`src/design/msc_pkg.sv`:
```
// Constants for the meter status condition bank: bit positions, selects, reset values.
package msc_pkg;
    // Operation status group bit positions.
    localparam int OP_CAL_BIT = 0;
    localparam int OP_MEAS_BIT = 4;
    localparam int OP_TRIG_BIT = 5;
    localparam int OP_SENSE_BIT = 10;
    localparam int OP_LOWER_BIT = 11;
    localparam int OP_UPPER_BIT = 12;
    // Device status group bit positions.
    localparam int DEV_CONN_A_BIT = 1;
    localparam int DEV_CONN_B_BIT = 2;
    localparam int DEV_ERR_A_BIT = 3;
    localparam int DEV_ERR_B_BIT = 4;
    localparam int DEV_REAR_A_BIT = 5;
    localparam int DEV_REAR_B_BIT = 6;
    localparam int DEV_KEY_BIT = 14;
    // Standard event bit set by the operation-complete command.
    localparam int ESR_OPC_BIT = 0;
    // Configuration register selects on the command port.
    localparam logic [2:0] SEL_OP_PTR = 3'h0;
    localparam logic [2:0] SEL_OP_NTR = 3'h1;
    localparam logic [2:0] SEL_OP_ENABLE = 3'h2;
    localparam logic [2:0] SEL_DEV_PTR = 3'h3;
    localparam logic [2:0] SEL_DEV_NTR = 3'h4;
    localparam logic [2:0] SEL_DEV_ENABLE = 3'h5;
    // Reset values of the filters and enables.
    localparam logic [15:0] PTR_RESET = 16'hffff;
    localparam logic [15:0] NTR_RESET = 16'h0000;
    localparam logic [15:0] ENABLE_RESET = 16'h0000;
    // Condition bits that may ever be set in each group.
    localparam logic [15:0] OP_USED_MASK = 16'h1c31;
    localparam logic [15:0] DEV_USED_MASK = 16'h007e;
    // Reply byte of the operation-complete query, ASCII one.
    localparam logic [7:0] OPC_REPLY_CHAR = 8'h31;
endpackage

```
`src/design/msc_bank.sv`:
```
// Operation and device status groups with operation-complete signalling.
`timescale 1ns/1ns
module msc_bank (
    // Clock and reset.
    input wire logic clk_sys_in,
    input wire logic rst_in,
    // Calibration sequencing pulses.
    input wire logic zero_start_in,
    input wire logic cal_start_in,
    input wire logic zero_cal_start_in,
    input wire logic cal_phase_end_in,
    // Measurement and trigger state pulses, limit result and sensor read levels.
    input wire logic meas_start_in,
    input wire logic meas_done_in,
    input wire logic lower_fail_in,
    input wire logic upper_fail_in,
    input wire logic trig_wait_enter_in,
    input wire logic trig_idle_enter_in,
    input wire logic sensor_mem_read_in,
    // Sensor detect pins, asynchronous.
    input wire logic sens_a_front_in,
    input wire logic sens_a_rear_in,
    input wire logic sens_b_front_in,
    input wire logic sens_b_rear_in,
    input wire logic sens_a_mem_fail_in,
    input wire logic sens_b_mem_fail_in,
    // Front panel key press pulse.
    input wire logic key_press_in,
    // Command port from the command parser.
    input wire logic cfg_wr_in,
    input wire logic [2:0] cfg_sel_in,
    input wire logic [15:0] cfg_data_in,
    input wire logic cls_in,
    input wire logic op_event_read_in,
    input wire logic dev_event_read_in,
    input wire logic esr_read_in,
    input wire logic opc_cmd_in,
    input wire logic opc_query_in,
    input wire logic cmds_pending_in,
    // Status readback.
    output logic [15:0] op_cond_out,
    output logic [15:0] op_event_out,
    output logic [15:0] dev_cond_out,
    output logic [15:0] dev_event_out,
    output logic op_summary_out,
    output logic dev_summary_out,
    output logic esr_opc_out,
    // Output queue entry of the completion query.
    output logic opc_reply_valid_out,
    output logic [7:0] opc_reply_data_out
);

    typedef enum logic [3:0] {
        MSC_CAL_IDLE = 4'b0001,
        MSC_CAL_SINGLE = 4'b0010,
        MSC_CAL_COMBO_ZERO = 4'b0100,
        MSC_CAL_COMBO_CAL = 4'b1000
    } msc_cal_e;

    msc_cal_e cal_state;
    msc_cal_e next_cal_state;
    logic [5:0] pin_meta;
    logic [5:0] pin_sync;
    logic measurement_in_progress;
    logic trig_waiting;
    logic lower_fail;
    logic upper_fail;
    logic [15:0] op_cond;
    logic [15:0] dev_cond;
    logic [15:0] op_cond_prev;
    logic [15:0] dev_cond_prev;
    logic [15:0] op_ptr;
    logic [15:0] op_ntr;
    logic [15:0] op_enable;
    logic [15:0] dev_ptr;
    logic [15:0] dev_ntr;
    logic [15:0] dev_enable;
    logic [15:0] key_event;
    logic opc_cmd_wait;
    logic opc_query_wait;

    // Transition filter: rising edges pass through ptr, falling through ntr.
    function automatic logic [15:0] msc_filter(input logic [15:0] prev, input logic [15:0] cur,
                                               input logic [15:0] ptr, input logic [15:0] ntr);
        msc_filter = ((~prev & cur) & ptr) | ((prev & ~cur) & ntr);
    endfunction

    // Detect pins come from the sensor connectors, so two flops before use.
    always_ff @(posedge clk_sys_in or posedge rst_in) begin
        if (rst_in) begin
            pin_meta <= 6'h00;
            pin_sync <= 6'h00;
        end else begin
            pin_meta <= {sens_b_mem_fail_in, sens_a_mem_fail_in, sens_b_rear_in,
                         sens_b_front_in, sens_a_rear_in, sens_a_front_in};
            pin_sync <= pin_meta;
        end
    end

    // Calibrating sequencer; a combined run moves on to its cal phase at the end of its zero phase.
    always_comb begin
        next_cal_state = cal_state;
        case (cal_state)
            MSC_CAL_IDLE: begin
                if (zero_cal_start_in) begin
                    next_cal_state = MSC_CAL_COMBO_ZERO;
                end else if (zero_start_in || cal_start_in) begin
                    next_cal_state = MSC_CAL_SINGLE;
                end
            end
            MSC_CAL_SINGLE: begin
                if (cal_phase_end_in) begin
                    next_cal_state = MSC_CAL_IDLE;
                end
            end
            MSC_CAL_COMBO_ZERO: begin
                if (cal_phase_end_in) begin
                    next_cal_state = MSC_CAL_COMBO_CAL;
                end
            end
            MSC_CAL_COMBO_CAL: begin
                if (cal_phase_end_in) begin
                    next_cal_state = MSC_CAL_IDLE;
                end
            end
            default: begin
                next_cal_state = MSC_CAL_IDLE;
            end
        endcase
    end

    always_ff @(posedge clk_sys_in or posedge rst_in) begin
        if (rst_in) begin
            cal_state <= MSC_CAL_IDLE;
        end else begin
            cal_state <= next_cal_state;
        end
    end

    always_ff @(posedge clk_sys_in or posedge rst_in) begin
        if (rst_in) begin
            measurement_in_progress <= 1'b0;
        end else if (meas_start_in) begin
            measurement_in_progress <= 1'b1;
        end else if (meas_done_in) begin
            measurement_in_progress <= 1'b0;
        end
    end

    always_ff @(posedge clk_sys_in or posedge rst_in) begin
        if (rst_in) begin
            trig_waiting <= 1'b0;
        end else if (trig_wait_enter_in) begin
            trig_waiting <= 1'b1;
        end else if (trig_idle_enter_in) begin
            trig_waiting <= 1'b0;
        end
    end

    // limit results
    // The fail inputs already read low when a test is disabled.
    always_ff @(posedge clk_sys_in or posedge rst_in) begin
        if (rst_in) begin
            lower_fail <= 1'b0;
            upper_fail <= 1'b0;
        end else if (meas_done_in) begin
            lower_fail <= lower_fail_in;
            upper_fail <= upper_fail_in;
        end
    end

    // Condition words; unused bits and bit 15 stay zero.
    always_comb begin
        op_cond = 16'h0000;
        op_cond[msc_pkg::OP_CAL_BIT] = (cal_state != MSC_CAL_IDLE);
        op_cond[msc_pkg::OP_MEAS_BIT] = measurement_in_progress;
        op_cond[msc_pkg::OP_TRIG_BIT] = trig_waiting;
        op_cond[msc_pkg::OP_SENSE_BIT] = sensor_mem_read_in;
        op_cond[msc_pkg::OP_LOWER_BIT] = lower_fail;
        op_cond[msc_pkg::OP_UPPER_BIT] = upper_fail;
        dev_cond = 16'h0000;
        dev_cond[msc_pkg::DEV_CONN_A_BIT] = pin_sync[0] | pin_sync[1];
        dev_cond[msc_pkg::DEV_CONN_B_BIT] = pin_sync[2] | pin_sync[3];
        dev_cond[msc_pkg::DEV_ERR_A_BIT] = pin_sync[4] | (pin_sync[0] & pin_sync[1]);
        dev_cond[msc_pkg::DEV_ERR_B_BIT] = pin_sync[5] | (pin_sync[2] & pin_sync[3]);
        dev_cond[msc_pkg::DEV_REAR_A_BIT] = pin_sync[1];
        dev_cond[msc_pkg::DEV_REAR_B_BIT] = pin_sync[3];
    end

    // Filter and enable registers written from the command port.
    always_ff @(posedge clk_sys_in or posedge rst_in) begin
        if (rst_in) begin
            op_ptr <= msc_pkg::PTR_RESET;
            op_ntr <= msc_pkg::NTR_RESET;
            op_enable <= msc_pkg::ENABLE_RESET;
            dev_ptr <= msc_pkg::PTR_RESET;
            dev_ntr <= msc_pkg::NTR_RESET;
            dev_enable <= msc_pkg::ENABLE_RESET;
        end else if (cfg_wr_in) begin
            case (cfg_sel_in)
                msc_pkg::SEL_OP_PTR: op_ptr <= cfg_data_in;
                msc_pkg::SEL_OP_NTR: op_ntr <= cfg_data_in;
                msc_pkg::SEL_OP_ENABLE: op_enable <= cfg_data_in;
                msc_pkg::SEL_DEV_PTR: dev_ptr <= cfg_data_in;
                msc_pkg::SEL_DEV_NTR: dev_ntr <= cfg_data_in;
                msc_pkg::SEL_DEV_ENABLE: dev_enable <= cfg_data_in;
                default: begin
                end
            endcase
        end
    end

    // Previous conditions for edge detection.
    always_ff @(posedge clk_sys_in or posedge rst_in) begin
        if (rst_in) begin
            op_cond_prev <= 16'h0000;
            dev_cond_prev <= 16'h0000;
        end else begin
            op_cond_prev <= op_cond;
            dev_cond_prev <= dev_cond;
        end
    end

    always_comb begin
        key_event = 16'h0000;
        key_event[msc_pkg::DEV_KEY_BIT] = key_press_in;
    end

    // sticky event latch
    // A new event in the clearing cycle survives, since set wins over clear.
    always_ff @(posedge clk_sys_in or posedge rst_in) begin
        if (rst_in) begin
            op_event_out <= 16'h0000;
            dev_event_out <= 16'h0000;
        end else begin
            op_event_out <= ((op_event_out & ~{16{op_event_read_in | cls_in}})
                             | msc_filter(op_cond_prev, op_cond, op_ptr, op_ntr))
                            & msc_pkg::OP_USED_MASK;
            dev_event_out <= (dev_event_out & ~{16{dev_event_read_in | cls_in}})
                             | (msc_filter(dev_cond_prev, dev_cond, dev_ptr, dev_ntr)
                                & msc_pkg::DEV_USED_MASK)
                             | key_event;
        end
    end

    // Registered condition and summary outputs.
    always_ff @(posedge clk_sys_in or posedge rst_in) begin
        if (rst_in) begin
            op_cond_out <= 16'h0000;
            dev_cond_out <= 16'h0000;
            op_summary_out <= 1'b0;
            dev_summary_out <= 1'b0;
        end else begin
            op_cond_out <= op_cond;
            dev_cond_out <= dev_cond;
            op_summary_out <= |(op_event_out & op_enable);
            dev_summary_out <= |(dev_event_out & dev_enable);
        end
    end

    // Pending completion requests wait until the parser reports no pending work.
    always_ff @(posedge clk_sys_in or posedge rst_in) begin
        if (rst_in) begin
            opc_cmd_wait <= 1'b0;
            opc_query_wait <= 1'b0;
        end else begin
            opc_cmd_wait <= opc_cmd_in | (opc_cmd_wait & cmds_pending_in);
            opc_query_wait <= opc_query_in | (opc_query_wait & cmds_pending_in);
        end
    end

    // clear on status clear or read
    always_ff @(posedge clk_sys_in or posedge rst_in) begin
        if (rst_in) begin
            esr_opc_out <= 1'b0;
        end else if (opc_cmd_wait && !cmds_pending_in) begin
            esr_opc_out <= 1'b1;
        end else if (cls_in || esr_read_in) begin
            esr_opc_out <= 1'b0;
        end
    end

    always_ff @(posedge clk_sys_in or posedge rst_in) begin
        if (rst_in) begin
            opc_reply_valid_out <= 1'b0;
            opc_reply_data_out <= 8'h00;
        end else begin
            opc_reply_valid_out <= opc_query_wait & ~cmds_pending_in;
            opc_reply_data_out <= msc_pkg::OPC_REPLY_CHAR;
        end
    end

endmodule

```
`config.mk`:
```
export PLATFORM = sky130hd
export DESIGN_NAME = msc_bank
export DESIGN_NICKNAME = d
export VERILOG_FILES = /design/src/design/msc_pkg.sv /design/src/design/msc_bank.sv
export SDC_FILE = /design/constraint.sdc
export NUM_CORES = 1
export LEC_CHECK = 0
export ABC_AREA = 0
export BUFFER_PORTS_ARGS = -buffer_cell sky130_fd_sc_hd__clkbuf_2
export CAP_MARGIN = 40
export CORE_ASPECT_RATIO = 1.5
export CORE_UTILIZATION = 55
export CTS_CLUSTER_DIAMETER = 200
export DETAILED_ROUTE_END_ITERATION = 7
export GPL_TIMING_DRIVEN = 0
export PLACE_DENSITY = 0.87
export SLEW_MARGIN = 10
export SYNTH_ARGS = -nofsm -noshare
export SYNTH_HDL_FRONTEND = slang
export SYNTH_SLANG_ARGS = --single-unit
```
`constraint.sdc`:
```
create_clock -name clk_sys_in -period 6.05 [get_ports clk_sys_in]
set_input_delay 0.9075 -clock clk_sys_in [delete_from_list [all_inputs] [get_ports clk_sys_in]]
set_output_delay 0.9075 -clock clk_sys_in [all_outputs]
set_load 0.005 [all_outputs]
```
==> results_dict.tcl <==
set metrics [dict create \
    via_per_inst 5.00 \
    core_area_sq_mm 0.00766 \
    slew_headroom 0.589 \
    totalWireLength_um 8640 \
    ant_nets 0 \
    p_leak_nw 2.73 \
    die_y_um 111 \
    htree_levels 3 \
    crit_path_top_delay_cell "nor2_1" \
    regArea_sq_mm 0.00269 \
    final-hold-violation-count 0 \
    finalSetupViolations 0 \
    grt_pass1_vias 2911 \
    crit_chain "clkbuf_2 -> nor2_1 -> clkbuf_1 -> nand2_1 -> o211ai_1" \
    clockBufferDepth 2 \
    rr_startpoint "cal_state[0]" \
    start_util 0.573 \
    nFillCells 537 \
    syn_to_final_growth_pct 23.3 \
    place_hpwl_um 6340 \
    min_to "pin_sync[2]" \
    num_vias 2804 \
    min_period_ns 1.90 \
    rows 39 \
    worst_pin_slew_ns 0.614 \
    cpPeakStageDelay_ns 0.49 \
    cts_setup_buffers 0 \
    place_area_sq_mm 0.00510 \
    required_ns 6.31 \
    r2r_setup_slack_ns 4.72 \
    grt_max_degree 60 \
    rsz0062_at_grt "false" \
    cts_buffers 9 \
    max-cap-violations 0 \
    hp-class "reg -> reg" \
    synthCells 322 \
    drive_gt1_frac 0.451 \
    period_share 0.314 \
    num_io_pins 123 \
    r2r-end "cal_state[0]" \
    wl_per_cell_um 15.4 \
    min_from "pin_meta[2]" \
    route.detailed.drc 0 \
    clkTransAtPathRegs_ns 0.06 \
    worst_clock_skew_ns 0.00501 \
    ys_types 43 \
    antenna_found_initial 0 \
    critPathCaptureType "flop" \
    dr.pass1.iters 4 \
    ys_warn_count 0 \
    nNetsFinal 501 \
    worstPathArrival_ns 2.16 \
    grtUsageTotal 0.233 \
    cts_tree "done" \
    final-max-slew-violation-count 0 \
    startpoint_type "input port" \
    fin_tns_setup_ns 0 \
    cp_max_fo 10 \
    ys_ff_latch 107 \
    cts_resized 0 \
    power.total_mw 1.82 \
    overflow 0 \
    clk_latency_ns 0.34 \
    p_per_area_mw_per_mm2 336 \
    gp_congestion 0.776 \
    min_path_cells 0 \
    grt_pass1_wl_um 14100 \
    clock_sinks 107 \
    fin_area_sq_mm 0.00541 \
    critPathKind "in -> reg" \
    peakVddDrop_uv 232 \
    clockRootBuffer "clkbuf_16" \
    port_buffers 86 \
    drtIter0Drc 227 \
    outcome "finished clean" \
    die_x_um 74.9 \
    syn-cell-area_sq_mm 0.00439 \
    avgSynthCellArea_sq_um 13.6 \
    timing.fmax_mhz 527 \
    reg2reg_depth 3 \
    yosysSeqAreaShare 0.614 \
    die_area_sq_mm 0.00835 \
    num_antenna_cells 0 \
    multi_input_area_sq_mm 0.00143 \
    cts_hold_buf 0 \
]
## placed cells by master, fill, tap and decap left out, types with 7 or more instances in the layout
| cell | count |
|---|---|
| and2_1 | 9 |
| conb_1 | 36 |
| buf_4 | 37 |
| dfrtp_1 | 94 |
| clkbuf_16 | 9 |
| dfstp_2 | 13 |
| inv_1 | 17 |
| mux2_4 | 16 |
| mux2_2 | 30 |
| nand2_1 | 20 |
| clkbuf_2 | 87 |
| nor2_1 | 7 |
## synth_stat cells, drive strengths merged
library cell  number  area share
a22o               4      0.0080
inv               18       0.015
o21ai              4      0.0046
o311ai             5       0.010
nor3b              1      0.0017
dfstp             13       0.078
a31oi              1      0.0014
nor4b              2      0.0088
nand2             20       0.017
nor2b              1      0.0014
a221oi             4      0.0080
a21o               5      0.0086
nor4bb             1      0.0023
or3b               1      0.0020
and3b              1      0.0020
a211oi             1      0.0017
o31a               1      0.0020
and2               9       0.013
buf               41       0.072
nor2               7      0.0060
a22oi              3      0.0051
a32oi              3      0.0060
nor3               4      0.0071
nand3              6      0.0068
nand4              1      0.0014
nor4               2      0.0029
nand4b             2      0.0074
o211ai             5      0.0086
and4bb             1      0.0029
dfrtp             94        0.54
conb               2      0.0017
a21oi              3      0.0034
xnor2              1      0.0020
nand3b             6       0.010
clkbuf             3      0.0029
mux2              46        0.13
## worst max-delay path: cells and delay by family
family,cells,cell delay (ns)
simple gates,2,0.63
buf+inv,2,0.52
compound gates,1,0.10
## how the worst max path moves through the flow
stage            from               endpoint  cells after the start
4_1_cts        cls_in       dev_event_out[6]                      5
5_1_grt        cls_in       dev_event_out[6]                      5
3_5_place_dp   cls_in       dev_event_out[6]                      5
6_report       cls_in       dev_event_out[6]                      5
3_3_place_gp   rst_in  opc_reply_data_out[0]                      2
2_1_floorplan  rst_in           cal_state[1]                      1
## cell families (layout without fill, tap and decap cells)
family / after synthesis / in the layout / synth area share
flip-flops: 107 / 107 / 0.614
AO/OA/AOI/OAI: 39 / 39 / 0.0673
AND/OR/NAND/NOR: 65 / 65 / 0.0930
XOR/XNOR: 1 / 1 / 0.00200
buffers and inverters: 62 / 165 / 0.0904
multiplexers: 46 / 46 / 0.132
other: 2 / 36 / 0.00171
## area by class of cell
cell class,count,share of cell area
sequential,107,0.498
multi-input combinational,187,0.263
timing repair buffer,87,0.0846
buffer,44,0.0608
clock buffer,15,0.0513
tap,102,0.0236
inverter,18,0.0129
clock inverter,1,0.00555
## registers in the layout (all words and copies together) (netlist names), 4 cells and up
signal,cells
dev_enable,16
op_enable,6
pin_sync,6
op_ptr,6
dev_event_out,16
op_ntr,6
op_event_out,6
cal_state,4
dev_cond_out,6
dev_ntr,6
pin_meta,6
op_cond_out,6
dev_ptr,6
## per-stage QoR
stage | hold slack (ns) | std cells | utilization | setup slack [ns]
2_1_floorplan | 0.331 | 356 | - | 2.35
3_3_place_gp | 0.334 | 544 | 0.662 | 1.41
3_5_place_dp | 0.335 | 545 | 0.666 | 3.79
4_1_cts | 0.350 | 561 | 0.706 | 4.14
5_1_grt | 0.355 | 561 | 0.706 | 4.05
6_report | 0.348 | 561 | 0.706 | 4.15
## metal layers
layer | part of all wire | wire, um | global-route usage | up-vias
li1 | - | - | - | 1311
met3 | 0.043 | 374 | 0.0597 | 13
met4 | 0.017 | 146 | 0.0956 | 0
met5 | 0 | 0 | 0 | -
met2 | 0.55 | 4780 | 0.390 | 84
met1 | 0.39 | 3330 | 0.279 | 1396
## power breakdown
group / switching (mW) / internal, mW / total (mW) / leakage [nW]
sequential: 0.0830 / 0.849 / 0.932 / 1.28
clock: 0.239 / 0.355 / 0.594 / 0.150
combinational: 0.125 / 0.167 / 0.292 / 1.30
total: 0.447 / 1.37 / 1.82 / 2.73
Power figures use the tool's default switching activity.
